[src/rtl/tpc_pkg.sv]
package tpc_pkg;

  // ****************************************************************
  // Widths of the register port and of the counter.
  // ****************************************************************
  localparam int TPC_AW     = 8;
  localparam int TPC_DW     = 32;
  localparam int TPC_CW     = 16;
  localparam int TPC_CTRL_W = 4;

  // ****************************************************************
  // Register byte offsets.
  // ****************************************************************
  localparam logic [TPC_AW-1:0] TPC_OFS_CTRL = 8'h00;
  localparam logic [TPC_AW-1:0] TPC_OFS_GRA  = 8'h04;
  localparam logic [TPC_AW-1:0] TPC_OFS_STAT = 8'h08;

  // ****************************************************************
  // Field positions.
  // ****************************************************************
  localparam int TPC_BIT_CAPT_MODE = 3;  // Capture when set, compare when clear.
  localparam int TPC_BIT_INIT      = 2;  // Initial pin level in compare mode.
  localparam int TPC_BIT_BOTH      = 1;  // Both edges in capture mode.
  localparam int TPC_STAT_CAPT     = 0;  // Sticky capture flag, write 1 to clear.
  localparam int TPC_STAT_MATCH    = 1;  // Sticky match flag, write 1 to clear.
  localparam int TPC_STAT_PIN      = 2;  // Present pin output level.
  localparam int TPC_STAT_OE_N     = 3;  // Present pin output enable, low drives.
  localparam int TPC_STAT_LEVEL    = 4;  // Synchronised pin input level.

  // ****************************************************************
  // Values after reset.
  // ****************************************************************
  localparam logic [TPC_CTRL_W-1:0] TPC_CTRL_RST = 4'h0;
  localparam logic [TPC_CW-1:0]     TPC_GRA_RST  = 16'h0000;
  localparam logic                  TPC_PIN_RST  = 1'b0;
  localparam logic                  TPC_OE_N_RST = 1'b0;

  // ****************************************************************
  // Pin action on compare match, coded as the low two control bits.
  // ****************************************************************
  typedef enum logic [1:0] {
    TPC_ACT_HOLD   = 2'b00,
    TPC_ACT_LOW    = 2'b01,
    TPC_ACT_HIGH   = 2'b10,
    TPC_ACT_TOGGLE = 2'b11
  } tpc_act_t;

  // ****************************************************************
  // Carriers.
  // ****************************************************************
  typedef struct packed {
    logic [TPC_AW-1:0] addr;
    logic [TPC_DW-1:0] wdata;
    logic              wr;
    logic              rd;
  } tpc_bus_req_t;

  typedef struct packed {
    logic [TPC_CW-1:0] value;
    logic              tick;
  } tpc_count_t;

endpackage

[src/rtl/tpc_top.sv]
`timescale 1ns/10ps
// Notes on behaviour
// [RULE_01] Codes 0000 and 0100 hold the pin, which drives 0 from reset until control is written.
// [RULE_02] Compare low bits 01 start the pin at bit 2 and drive 0 on each match.
// [RULE_03] Compare low bits 10 start the pin at bit 2 and drive 1 on each match.
// [RULE_04] Compare low bits 11 start the pin at bit 2 and invert it on each match.
// [RULE_05] Bit 3 set makes register A capture with bit 2 ignored; low bits 00 take rising edges.
// [RULE_06] Capture low bits 01 capture only on falling edges.
// [RULE_07] Capture with bit 1 set captures on both edges whatever bit 0.
// [RULE_08] A chosen edge loads the counter into register A; compare checks it each count cycle.
module tpc_top
  import tpc_pkg::*;
(
  input  wire  logic              clock_i,
  input  wire  logic              rst_n_i,
  input  wire  logic              clk_en_i,
  input  wire  tpc_bus_req_t      bus_i,
  output logic [TPC_DW-1:0]       rdata_o,
  input  wire  tpc_count_t        count_i,
  input  wire  logic              ch4_pin_a_i,
  output logic                    ch4_pin_a_o,
  output logic                    ch4_pin_a_oe_n_o,
  output logic                    match_o,
  output logic                    capture_o
);

  // ****************************************************************
  // State.
  // ****************************************************************
  logic [TPC_CTRL_W-1:0] io_control_reg;
  logic [TPC_CW-1:0]     general_reg_a_ch4;
  logic                  pin_sync1;
  logic                  pin_sync2;
  logic                  pin_prev;
  logic                  flag_capt;
  logic                  flag_match;

  logic [TPC_CTRL_W-1:0] next_io_control_reg;
  logic [TPC_CW-1:0]     next_general_reg_a_ch4;
  logic                  next_pin;
  logic                  next_oe_n;
  logic                  next_flag_capt;
  logic                  next_flag_match;
  logic [TPC_DW-1:0]     next_rdata;
  logic                  next_match;
  logic                  next_capture;

  // ****************************************************************
  // Decode.
  // ****************************************************************
  logic     wr_ctrl;
  logic     wr_gra;
  logic     wr_stat;
  logic     capt_mode;
  logic     rise;
  logic     fall;
  logic     edge_hit;
  logic     cmp_hit;
  tpc_act_t act;

  // Strobes are qualified here so that every consumer sees the same decode.
  assign wr_ctrl   = bus_i.wr && (bus_i.addr == TPC_OFS_CTRL);
  assign wr_gra    = bus_i.wr && (bus_i.addr == TPC_OFS_GRA);
  assign wr_stat   = bus_i.wr && (bus_i.addr == TPC_OFS_STAT);
  assign capt_mode = io_control_reg[TPC_BIT_CAPT_MODE];
  assign act       = tpc_act_t'(io_control_reg[1:0]);

  // Edges are seen only after the two synchroniser stages.
  assign rise = pin_sync2 && !pin_prev;
  assign fall = !pin_sync2 && pin_prev;

  // Edge choice in capture mode; bit 2 plays no part here.
  always_comb
  begin
    if (io_control_reg[TPC_BIT_BOTH])
    begin
      edge_hit = rise || fall;  // see [RULE_07]
    end
    else if (io_control_reg[0])
    begin
      edge_hit = fall;  // see [RULE_06]
    end
    else
    begin
      edge_hit = rise;  // see [RULE_05]
    end
  end

  // A match is checked only on a count cycle, so a stalled counter fires once.
  assign cmp_hit = !capt_mode && count_i.tick
                   && (count_i.value == general_reg_a_ch4);  // see [RULE_08]

  // ****************************************************************
  // Pin synchroniser; the first stage feeds the second stage only.
  // ****************************************************************
  always_ff @(posedge clock_i or negedge rst_n_i)
  begin
    if (!rst_n_i)
    begin
      pin_sync1 <= 1'b0;
      pin_sync2 <= 1'b0;
      pin_prev  <= 1'b0;
    end
    else if (clk_en_i)
    begin
      pin_sync1 <= ch4_pin_a_i;
      pin_sync2 <= pin_sync1;
      pin_prev  <= pin_sync2;
    end
  end

  // ****************************************************************
  // Control register and pin driver.
  // ****************************************************************
  // A control write wins over a match in the same cycle and, for compare codes with low bits
  // other than 00, sets the initial level, so software always sees its own level take effect.
  always_comb
  begin
    next_io_control_reg = io_control_reg;
    next_pin            = ch4_pin_a_o;
    next_oe_n           = ch4_pin_a_oe_n_o;
    if (wr_ctrl)
    begin
      next_io_control_reg = bus_i.wdata[TPC_CTRL_W-1:0];
      next_oe_n           = bus_i.wdata[TPC_BIT_CAPT_MODE];
      if (!bus_i.wdata[TPC_BIT_CAPT_MODE] && (bus_i.wdata[1:0] != 2'b00))
      begin
        next_pin = bus_i.wdata[TPC_BIT_INIT];  // see [RULE_02]
      end
    end
    else if (cmp_hit)
    begin
      unique case (act)
        TPC_ACT_HOLD:   next_pin = ch4_pin_a_o;   // see [RULE_01]
        TPC_ACT_LOW:    next_pin = 1'b0;          // see [RULE_02]
        TPC_ACT_HIGH:   next_pin = 1'b1;          // see [RULE_03]
        TPC_ACT_TOGGLE: next_pin = !ch4_pin_a_o;  // see [RULE_04]
      endcase
    end
  end

  // Reset drives 0 with the driver on until the first control write.
  always_ff @(posedge clock_i or negedge rst_n_i)
  begin
    if (!rst_n_i)
    begin
      io_control_reg   <= TPC_CTRL_RST;
      ch4_pin_a_o      <= TPC_PIN_RST;   // see [RULE_01]
      ch4_pin_a_oe_n_o <= TPC_OE_N_RST;
    end
    else if (clk_en_i)
    begin
      io_control_reg   <= next_io_control_reg;
      ch4_pin_a_o      <= next_pin;
      ch4_pin_a_oe_n_o <= next_oe_n;
    end
  end

  // ****************************************************************
  // Register A, events and sticky flags.
  // ****************************************************************
  // A capture beats a software write to register A in the same cycle,
  // because the captured count would otherwise be lost for good.
  always_comb
  begin
    next_general_reg_a_ch4 = general_reg_a_ch4;
    next_capture           = capt_mode && edge_hit;
    next_match             = cmp_hit;
    if (capt_mode && edge_hit)
    begin
      next_general_reg_a_ch4 = count_i.value;  // see [RULE_08]
    end
    else if (wr_gra)
    begin
      next_general_reg_a_ch4 = bus_i.wdata[TPC_CW-1:0];
    end
    next_flag_capt  = flag_capt;
    next_flag_match = flag_match;
    if (wr_stat && bus_i.wdata[TPC_STAT_CAPT])
    begin
      next_flag_capt = 1'b0;
    end
    if (wr_stat && bus_i.wdata[TPC_STAT_MATCH])
    begin
      next_flag_match = 1'b0;
    end
    // Setting comes last so that an event in the clearing cycle survives.
    if (next_capture)
    begin
      next_flag_capt = 1'b1;
    end
    if (next_match)
    begin
      next_flag_match = 1'b1;
    end
  end

  always_ff @(posedge clock_i or negedge rst_n_i)
  begin
    if (!rst_n_i)
    begin
      general_reg_a_ch4 <= TPC_GRA_RST;
      capture_o         <= 1'b0;
      match_o           <= 1'b0;
      flag_capt         <= 1'b0;
      flag_match        <= 1'b0;
    end
    else if (clk_en_i)
    begin
      general_reg_a_ch4 <= next_general_reg_a_ch4;
      capture_o         <= next_capture;
      match_o           <= next_match;
      flag_capt         <= next_flag_capt;
      flag_match        <= next_flag_match;
    end
  end

  // ****************************************************************
  // Read port; unmapped offsets read as zero.
  // ****************************************************************
  always_comb
  begin
    next_rdata = '0;
    if (bus_i.rd)
    begin
      unique case (bus_i.addr)
        TPC_OFS_CTRL: next_rdata[TPC_CTRL_W-1:0] = io_control_reg;
        TPC_OFS_GRA:  next_rdata[TPC_CW-1:0]     = general_reg_a_ch4;
        TPC_OFS_STAT:
        begin
          next_rdata[TPC_STAT_CAPT]  = flag_capt;
          next_rdata[TPC_STAT_MATCH] = flag_match;
          next_rdata[TPC_STAT_PIN]   = ch4_pin_a_o;
          next_rdata[TPC_STAT_OE_N]  = ch4_pin_a_oe_n_o;
          next_rdata[TPC_STAT_LEVEL] = pin_sync2;
        end
        default:      next_rdata = '0;
      endcase
    end
  end

  // Read data stand for one cycle only and drop back to zero after.
  always_ff @(posedge clock_i or negedge rst_n_i)
  begin
    if (!rst_n_i)
    begin
      rdata_o <= '0;
    end
    else if (clk_en_i)
    begin
      rdata_o <= next_rdata;
    end
  end
endmodule

[config.mk]
export PLATFORM = sky130hd
export DESIGN_NAME = tpc_top
export DESIGN_NICKNAME = d
export VERILOG_FILES = /design/src/rtl/tpc_pkg.sv /design/src/rtl/tpc_top.sv
export SDC_FILE = /design/constraint.sdc
export NUM_CORES = 1
export LEC_CHECK = 0
export CORE_UTILIZATION = 55
export DETAILED_ROUTE_END_ITERATION = 10
export DONT_BUFFER_PORTS = 1
export PLACE_DENSITY = 0.73
export SLEW_MARGIN = 20
export SYNTH_ARGS = -nofsm -noshare
export SYNTH_HDL_FRONTEND = slang
export SYNTH_SLANG_ARGS = --single-unit
export TNS_END_PERCENT = 50
[constraint.sdc]
create_clock -name clock_i -period 1.6 [get_ports clock_i]
set_input_delay 0.16 -clock clock_i [delete_from_list [all_inputs] [get_ports clock_i]]
set_output_delay 0.16 -clock clock_i [all_outputs]
set_load 0.005 [all_outputs]
==> flow_metrics.py, run 1 <==
metrics = {
    "synthesis": {
        "postSynthCellCount": 235,
        "synth-async-reset-ratio_pct": 100,
        "yosysWarningCount": 0,
        "ys_ff_latch": 44,
        "synthesis.area_sq_um": 2430,
        "synth_area_per_cell_sq_um": 10.3,
        "synth_ff_type": "dfrtp_1",
        "synth_edf_count": 0,
        "ys_seq_area_share_pct": 45.3,
        "synth_cell_type_count": 43,
    },
    "status": {
        "violations": "negative setup slack",
        "outcome": "complete, but fails checks",
    },
    "sta": {
        "fin_skew_ps": 4.93,
        "setup_slack_ps": -174,
        "period_minus_slack_ps": 1770,
        "setup_viol": 18,
        "finalCritPeriodShare_pct": 111,
        "setup-tns-final_ps": -2530,
        "rsz0062_at_grt": "yes",
        "finalHoldViolations": 0,
        "tightestPinTransition_ps": 584,
        "drv_slew": 0,
        "max-slew-margin-rel_pct": 61.0,
        "max_freq_ghz": 0.564,
    },
    "setup_path": {
        "worstPathMaxFanout": 2,
        "worst-setup-path-type": "reg2reg",
        "crit_chain": "xnor2_2 -> nand4_2 -> or4_4 -> or3b_1 -> nand3_1",
        "critPathLaunchType": "flop",
        "worst_ep_arrival_time_ps": 2020,
        "setup.worst_path.end_class": "flop",
        "max_stage_delay_ps": 550,
        "required_ps": 1840,
        "cpMaxStageDelayCell": "or4_4",
    },
    "clock_tree": {
        "root_buffer": "clkbuf_8",
        "cts_inserted_buffers": 5,
        "cts_max_level": 2,
        "clk_pin_slew_ps": 80,
        "clock_sinks": 44,
        "clk_latency_ps": 300,
        "clock_path_buffers": 2,
        "cts_tree": "done",
    },
    "final_layout": {
        "drive_gt1_share_pct": 22.9,
        "finalNonFillerCells": 316,
        "area_growth_pct": 18.9,
        "layout_common_cells": "dfrtp_1, buf_4, nand2_1",
        "n_fill_cell": 319,
        "n_antenna_cell": 0,
        "mostFrequentLayoutCell": "dfrtp_1",
        "nNetsFinal": 330,
    },
    "detailed_routing": {
        "drc_errors": 0,
        "ant_nets": 0,
        "vias": 1832,
        "drtPass1Iterations": 4,
        "routed_wl_um": 5500,
        "viasPerCell": 5.80,
        "first_iter_violations": 108,
        "wl_per_cell_um": 17.4,
    },
    "power_and_ir_drop": {
        "p_leak_nw": 1.40,
        "peakVddDrop_uv": 542,
        "p_per_area_nw_per_um2": 810,
    },
    "place": {
        "place_inst": 301,
        "post-place-ws_ps": -211,
        "place.gp.congestion": 0.812,
        "io_buffers": 0,
        "dp_hpwl_um": 3880,
    },
    "floorplan": {
        "io_pins": 99,
        "rows": 23,
        "design.core.area_sq_um": 4120,
        "die_area_sq_um": 4690,
        "start_util_pct": 59.0,
        "die_h_um": 68.5,
        "die_w_um": 68.5,
    },
    "grt": {
        "grt_pass1_vias": 1800,
        "antenna_found_initial": 0,
        "grt_pass1_wl_um": 8510,
        "met3_usage_pct": 6.83,
        "grt_usage_pct": 25.6,
        "top_usage_layer": "met2",
        "use_met2_pct": 40.3,
        "grt_max_degree": 45,
        "overflow": 0,
        "use_met1_pct": 33.1,
    },
    "min_path": {
        "holdCritPathClass": "in2reg",
    },
    "job": {
        "maxCapViolations": 0,
    },
}
routing by layer:
metal / vias up / share of wire, % / routed length, um
li1: 868 / - / -
met1: 880 / 44 / 2390
met2: 73 / 48 / 2620
met3: 11 / 6.5 / 355
met4: 0 / 2.3 / 129
met5: - / 0 / 0
report_power, final:
group	leakage, nW	total [W]	switching [W]	internal [W]
registers	0.598	0.00121	0.0000476	0.00116
logic	0.756	0.000401	0.000186	0.000215
clock network	0.0445	0.000728	0.000378	0.000351
stage by stage:
stage                     hold WS [ps]  power (W)  utilization [%]  cell area [sq um]
after floorplan                   -136    0.00146                -               2510
after global placement            -135    0.00154             64.0               2630
after detailed placement          -135    0.00155             64.0               2630
after CTS                         3.21    0.00236             70.0               2880
after global routing              11.0    0.00245             70.2               2890
final                             10.3    0.00234             70.2               2890
final timing paths:
| path | endpoint | startpoint | slack (ps) | cells after the start |
|---|---|---|---|---|
| min reg2reg | pin_sync2 | pin_sync1 | 500 | 2 |
| min in group asynchronous | flag_match | rst_n_i | 390 | 2 |
| max reg2reg | ch4_pin_a_o | general_reg_a_ch4[8] | -170 | 5 |
| min | rdata_o[4] | bus_i[0] | 10 | 2 |
| max in group asynchronous | capture_o | rst_n_i | 1010 | 2 |
| max | ch4_pin_a_o | general_reg_a_ch4[8] | -170 | 5 |
area by class of cell:
type | count | area, sq um | area share [%]
Clock buffer | 7 | 86.3 | 2.99
Clock inverter | 1 | 7.51 | 0.260
Inverter | 8 | 30.0 | 1.04
Multi-Input combinational cell | 173 | 1290 | 44.5
Sequential cell | 44 | 1100 | 38.1
Tap cell | 50 | 62.6 | 2.17
Timing Repair Buffer | 33 | 315 | 10.9
critical path, delay by kind of cell, from the launching register on:
family | cells | cell delay [ps]
xor+xnor | 1 | 200
simple gates | 4 | 1090
flops | 1 | 420
cell families after synthesis:
logic type      count (synthesis)  share of synthesized area [%]
fa+ha+maj                       2                           1.03
flops                          44                           45.3
other cells                     1                          0.154
xor+xnor                       16                           6.39
buf+inv                        33                           8.03
simple gates                   59                           13.6
compound gates                 58                           16.2
mux                            22                           9.32
synthesized netlist by cell type, drive strengths merged (2+ instances only):
cell type  instances  area, sq um
dfrtp             44         1100
o21ai             26          134
buf               23          158
nand2             23         86.3
mux2i             17          170
xnor2             14          138
a22o              12          105
nand4             10         68.8
inv                8         30.0
nor2               8         30.0
a21oi              6         30.0
mux2               5         56.3
o2bb2ai            4         35.0
nand3              3         15.0
nand4b             3         26.3
nor2b              3         18.8
and4               2         17.5
clkbuf             2         7.51
ha                 2         25.0
o211ai             2         20.0
xor2               2         17.5
what timing repair did:
action	in CTS	in global routing
pin swaps	3	0
endpoints found under the setup margin	18	19
endpoints found under the hold margin	50	0
hold buffers	5	0
gates resized for setup	11	1
buffers inserted	1	1
(Power assumes the default switching activity.)
==> run 2, diff against run 1 <==
--- a/config.mk
+++ b/config.mk
@@ -8,7 +8,8 @@
 export CORE_UTILIZATION = 55
 export DETAILED_ROUTE_END_ITERATION = 10
 export DONT_BUFFER_PORTS = 1
-export PLACE_DENSITY = 0.73
+export PLACE_DENSITY = 0.7
+export SETUP_SLACK_MARGIN = 0.15
 export SLEW_MARGIN = 20
 export SYNTH_ARGS = -nofsm -noshare
 export SYNTH_HDL_FRONTEND = slang
==> constraint.sdc (replaced) <==
create_clock -name clock_i -period 1.9 [get_ports clock_i]
set_input_delay 0.19 -clock clock_i [delete_from_list [all_inputs] [get_ports clock_i]]
set_output_delay 0.19 -clock clock_i [all_outputs]
set_load 0.005 [all_outputs]
==> run 2 against run 1 <==
  * Count of clock-buffer cells in the layout unchanged
  * Non-clock buffer count decreased by 15
  * Die area unchanged
  * Worst setup slack improved by 230 ps
  * Clock skew increased by 2.9 ps
  * Sequential power decreased by 15%
  * The run now ends clean
  * Via count increased by 1.0%
  * First-iteration DRC count increased by 19%
  * Combinational power decreased by 30%
==> flow_metrics.py, run 2 (synthesis gave the netlist of run 1 again) <==
metrics = {
    "final_layout": {
        "mostFrequentLayoutCell": "dfrtp_1",
        "n_antenna_cell": 0,
        "drive_gt1_share_pct": 22.3,
        "layout_common_cells": "dfrtp_1, mux2i_1, conb_1",
        "finalNonFillerCells": 301,
        "area_growth_pct": 16.6,
        "utilization_pct": 68.9,
        "nNetsFinal": 315,
    },
    "clock_tree": {
        "clock_sinks": 44,
        "cts_inserted_buffers": 5,
        "clk_pin_slew_ps": 80,
        "clock_path_buffers": 2,
        "root_buffer": "clkbuf_8",
        "cts_tree": "done",
        "clk_latency_ps": 300,
        "cts_max_level": 2,
    },
    "floorplan": {
        "io_pins": 99,
        "die_h_um": 68.5,
        "die_w_um": 68.5,
        "design.core.area_sq_um": 4120,
        "start_util_pct": 59.0,
        "die_area_sq_um": 4690,
        "rows": 23,
    },
    "setup_path": {
        "max_stage_delay_ps": 430,
        "worst_ep_arrival_time_ps": 2070,
        "critPathLaunchType": "flop",
        "worstPathMaxFanout": 8,
        "worst-setup-path-type": "reg2reg",
        "rrSetupSlack_ps": 60,
        "cp-endpoint": "general_reg_a_ch4[1]",
        "crit_chain": "inv_2 -> ha_4 -> mux2_4 -> o211a_4 -> o21ai_4 -> buf_12 -> buf_12 -> nand2_1 -> o21ai_1",
        "required_ps": 2120,
        "cpMaxStageDelayCell": "dfrtp_1",
        "cp-startpoint": "pin_sync2",
        "rr_worst_depth": 9,
        "regToRegStartpoint": "pin_sync2",
        "cpMostUsedCell": "buf_12",
        "r2r_end": "general_reg_a_ch4[1]",
        "setup.worst_path.end_class": "flop",
    },
    "sta": {
        "setup_viol": 0,
        "rsz0062_at_grt": "yes",
        "max_freq_ghz": 0.543,
        "drv_slew": 0,
        "max-slew-margin-rel_pct": 64.8,
        "finalHoldViolations": 0,
        "fin_skew_ps": 7.85,
        "finalCritPeriodShare_pct": 97.0,
        "tightestPinTransition_ps": 528,
        "period_minus_slack_ps": 1840,
    },
    "grt": {
        "antenna_found_initial": 0,
        "grt_max_degree": 45,
        "overflow": 0,
        "grt_pass1_vias": 1716,
        "grt_pass1_wl_um": 8670,
        "grt_usage_pct": 26.7,
    },
    "place": {
        "place_inst": 281,
        "dp_hpwl_um": 3760,
        "io_buffers": 0,
        "place.gp.congestion": 0.807,
    },
    "power_and_ir_drop": {
        "finalPower_w": 0.00194,
        "p_leak_nw": 1.33,
        "p_per_area_nw_per_um2": 684,
        "peakVddDrop_uv": 401,
    },
    "min_path": {
        "holdCritPathClass": "in2reg",
    },
    "detailed_routing": {
        "first_iter_violations": 128,
        "wl_per_cell_um": 19.3,
        "drtPass1Iterations": 4,
        "ant_nets": 0,
        "routed_wl_um": 5810,
        "viasPerCell": 6.15,
        "drc_errors": 0,
        "vias": 1851,
    },
    "job": {
        "maxCapViolations": 0,
    },
    "status": {
        "outcome": "completed",
    },
}
run 2: cell types whose count changed in the layout (fill, tap and decap cells not counted), moves of 2 or more:
| cell | previous run | this run |
|---|---|---|
| xnor2_1 | 4 | 7 |
| buf_4 | 25 | 8 |
| nand2_2 | 0 | 8 |
| o21ai_2 | 0 | 2 |
| buf_16 | 1 | 3 |
| xnor2_2 | 10 | 7 |
| nand2_1 | 23 | 15 |
| o21ai_1 | 16 | 14 |
run 2: worst max-delay path, delay by kind of cell (launching register included):
family	cells	cell delay, ps
buffers and inverters	3	340
flip-flops	1	430
AO/OA/AOI/OAI	3	530
multiplexers	1	260
AND/OR/NAND/NOR	1	50
adder cells (fa/ha/maj)	1	150
run 2: what timing repair did:
action / CTS / global route
pin swaps: 4 / 2
hold endpoints to repair: 47 / 1
setup buffers: 5 / 1
gates resized for setup: 15 / 13
hold buffers: 3 / 1
cloned: 2 / 0
setup endpoints to repair: 18 / 18
run 2: layout make-up:
class | instances | area, sq um
fillers | 312 | 1280
clock inverters | 1 | 7.51
well taps | 50 | 62.6
multi-input cells | 173 | 1300
flip-flops and latches | 44 | 1100
inverters | 8 | 30.0
repair buffers | 18 | 244
clock buffers | 7 | 86.3
run 2: per-stage QoR:
stage / area (sq um) / setup TNS [ps] / setup WS (ps) / hold slack, ps
2_1_floorplan: 2510 / 0 / 170 / -106
3_3_place_gp: 2460 / 0 / 81.0 / -105
3_5_place_dp: 2460 / 0 / 58.0 / -105
4_1_cts: 2770 / 0 / 85.6 / 1.29
5_1_grt: 2830 / -119 / -19.2 / 22.2
6_report: 2830 / 0 / 57.3 / 18.9
run 2: worst min-delay path by stage:
stage	end	start	cells after the start	slack (ps)
final	pin_prev	clk_en_i	2	20
after detailed placement	pin_sync1	rst_n_i	0	-100
after floorplan	capture_o	rst_n_i	0	-110
after global routing	ch4_pin_a_oe_n_o	bus_i[5]	1	20
after global placement	pin_sync1	rst_n_i	0	-100
after CTS	rdata_o[4]	clk_en_i	1	1
run 2: per-layer routing:
layer	wire [um]	vias to the layer above	track usage, %
met3	512	8	9.00
met2	2740	87	40.9
met4	58	0	7.55
met1	2500	910	35.5
met5	0	-	0
li1	-	846	-
run 2: power by group:
group          total, W  switching, W  internal (W)
sequential      0.00103     0.0000531      0.000980
clock          0.000626      0.000330      0.000296
combinational  0.000280      0.000143      0.000137
==> run 3, diff against run 2 <==
--- a/config.mk
+++ b/config.mk
@@ -5,10 +5,10 @@
 export SDC_FILE = /design/constraint.sdc
 export NUM_CORES = 1
 export LEC_CHECK = 0
-export CORE_UTILIZATION = 55
+export BUFFER_PORTS_ARGS = -buffer_cell sky130_fd_sc_hd__buf_2
+export CORE_UTILIZATION = 48
 export DETAILED_ROUTE_END_ITERATION = 10
-export DONT_BUFFER_PORTS = 1
-export PLACE_DENSITY = 0.7
+export PLACE_DENSITY = 0.8
 export SETUP_SLACK_MARGIN = 0.15
 export SLEW_MARGIN = 20
 export SYNTH_ARGS = -nofsm -noshare
==> run 3 against run 2 <==
  * Non-clock buffer count rose by 72
  * Core utilization shrank 0.97 points
  * Critical path depth is the same
  * Maximum frequency decreased by 2.3%
  * Cell area rose by 15%
==> flow_metrics.py, run 3 (synthesis gave the netlist of run 1 again) <==
metrics = {
    "status": {
        "outcome": "completed",
    },
    "final_layout": {
        "n_antenna_cell": 0,
        "nNetsFinal": 387,
        "multi_input_area_sq_um": 1320,
        "register_area_sq_um": 1100,
        "final_cell_area_sq_um": 3250,
        "n_fill_cell": 367,
        "layout_common_cells": "buf_2, dfrtp_1, mux2i_1",
        "mostFrequentLayoutCell": "buf_2",
        "drive_gt1_share_pct": 41.2,
        "area_growth_pct": 33.7,
    },
    "power_and_ir_drop": {
        "p_leak_nw": 1.67,
        "peakVddDrop_uv": 439,
        "p_per_area_nw_per_um2": 627,
    },
    "floorplan": {
        "die_area_sq_um": 5350,
        "start_util_pct": 50.8,
        "die_w_um": 73.2,
        "io_pins": 99,
        "rows": 25,
        "die_h_um": 73.2,
        "design.core.area_sq_um": 4790,
    },
    "clock_tree": {
        "cts_max_level": 2,
        "cts_inserted_buffers": 5,
        "clk_latency_ps": 290,
        "cts_tree": "done",
        "clock_path_buffers": 2,
        "clock_sinks": 44,
        "clk_pin_slew_ps": 90,
        "root_buffer": "clkbuf_8",
    },
    "setup_path": {
        "worstPathMaxFanout": 8,
        "critPathLaunchType": "flop",
        "worst_ep_arrival_time_ps": 2110,
        "max_stage_delay_ps": 420,
        "rrSetupSlack_ps": 10,
        "crit_buf_inv": 3,
        "cp-startpoint": "pin_sync2",
        "required_ps": 2130,
        "worst-setup-path-type": "reg2reg",
        "crit_chain": "inv_2 -> ha_2 -> mux2_4 -> o211a_4 -> o21ai_4 -> buf_12 -> clkbuf_16 -> nand2_1 -> o21ai_1",
        "r2r_end": "general_reg_a_ch4[10]",
        "regToRegStartpoint": "pin_sync2",
        "cpMaxStageDelayCell": "dfrtp_2",
        "rr_worst_depth": 9,
        "path_delay_family": "compound AO/OA/AOI/OAI gates",
        "setup.worst_path.end_class": "flop",
    },
    "sta": {
        "finalCritPeriodShare_pct": 99.2,
        "fin_skew_ps": 7.00,
        "tightestPinTransition_ps": 524,
        "rsz0062_at_grt": "yes",
        "max_freq_ghz": 0.530,
        "finalHoldViolations": 0,
        "setup_viol": 0,
        "drv_slew": 0,
        "period_minus_slack_ps": 1890,
        "setup_slack_ps": 14.3,
        "max-slew-margin-rel_pct": 65.0,
    },
    "min_path": {
        "min_to": "pin_sync1",
        "whs_path_depth": 2,
        "hp-start": "ch4_pin_a_i",
        "holdCritPathClass": "in2reg",
    },
    "detailed_routing": {
        "drc_errors": 0,
        "vias": 2114,
        "wl_per_cell_um": 17.0,
        "routed_wl_um": 6610,
        "first_iter_violations": 133,
        "ant_nets": 0,
        "viasPerCell": 5.42,
        "drtPass1Iterations": 4,
    },
    "grt": {
        "grt_usage_pct": 24.5,
        "grt_pass1_wl_um": 9680,
        "antenna_found_initial": 0,
        "overflow": 0,
        "grt_max_degree": 18,
        "grt_pass1_vias": 2058,
    },
    "place": {
        "io_buffers": 66,
        "place_area_sq_um": 2840,
        "post-place-ws_ps": 80.6,
        "dp_hpwl_um": 4270,
        "place.gp.congestion": 0.887,
    },
    "job": {
        "maxCapViolations": 0,
    },
}
==> run 3: cell count changes in the layout (fill, tap and decap cells not counted), sizes merged <==
cell / change
dlygate4sd3: -2
clkinvlp: +1
buf: +73
==> run 3: report_power, final <==
part	switching [W]	internal [W]	total, W
Clock	0.000328	0.000295	0.000622
Combinational	0.000204	0.000178	0.000383
Sequential	0.0000526	0.000980	0.00103
==> run 3: layout make-up <==
type / count / share of cell area [%]
clock buffers: 6 / 2.54
inverters: 8 / 0.924
well taps: 67 / 2.58
repair buffers: 90 / 18.8
clock inverters: 2 / 0.462
flip-flops and latches: 44 / 33.9
multi-input cells: 173 / 40.7
==> run 3: worst max-delay path by stage <==
stage,endpoint,slack (ps),cells after the start
after floorplan,general_reg_a_ch4[0],170,7
after global placement,ch4_pin_a_o,100,5
after detailed placement,ch4_pin_a_o,80,5
after CTS,ch4_pin_a_o,90,5
after global routing,general_reg_a_ch4[10],-50,9
final,general_reg_a_ch4[10],10,9
==> run 3: through the flow <==
stage	hold WS, ps	cells	util (%)	power, W	setup TNS, ps
floorplan	-106	250	-	0.00123	0
global placement	75.5	368	59.4	0.00133	0
detailed placement	79.2	368	59.4	0.00134	0
CTS	137	384	65.5	0.00200	0
global route	129	390	67.9	0.00213	-65.5
finish	141	390	67.9	0.00204	0
==> run 3: metal layers <==
layer | up-vias | GRT usage [%] | part of all wire [%]
li1 | 987 | - | -
met3 | 14 | 4.28 | 5.5
met5 | - | 0 | 0
met4 | 0 | 10.7 | 2.1
met1 | 1026 | 31.7 | 42
met2 | 87 | 40.2 | 51
==> run 3: what timing repair did <==
item | in CTS | in global routing
setup endpoints to repair | 17 | 17
cloned | 2 | 1
endpoints found under the hold margin | 10 | 0
hold buffers | 1 | 0
pin swaps | 7 | 5
resized for setup | 17 | 15
buffers inserted | 5 | 5
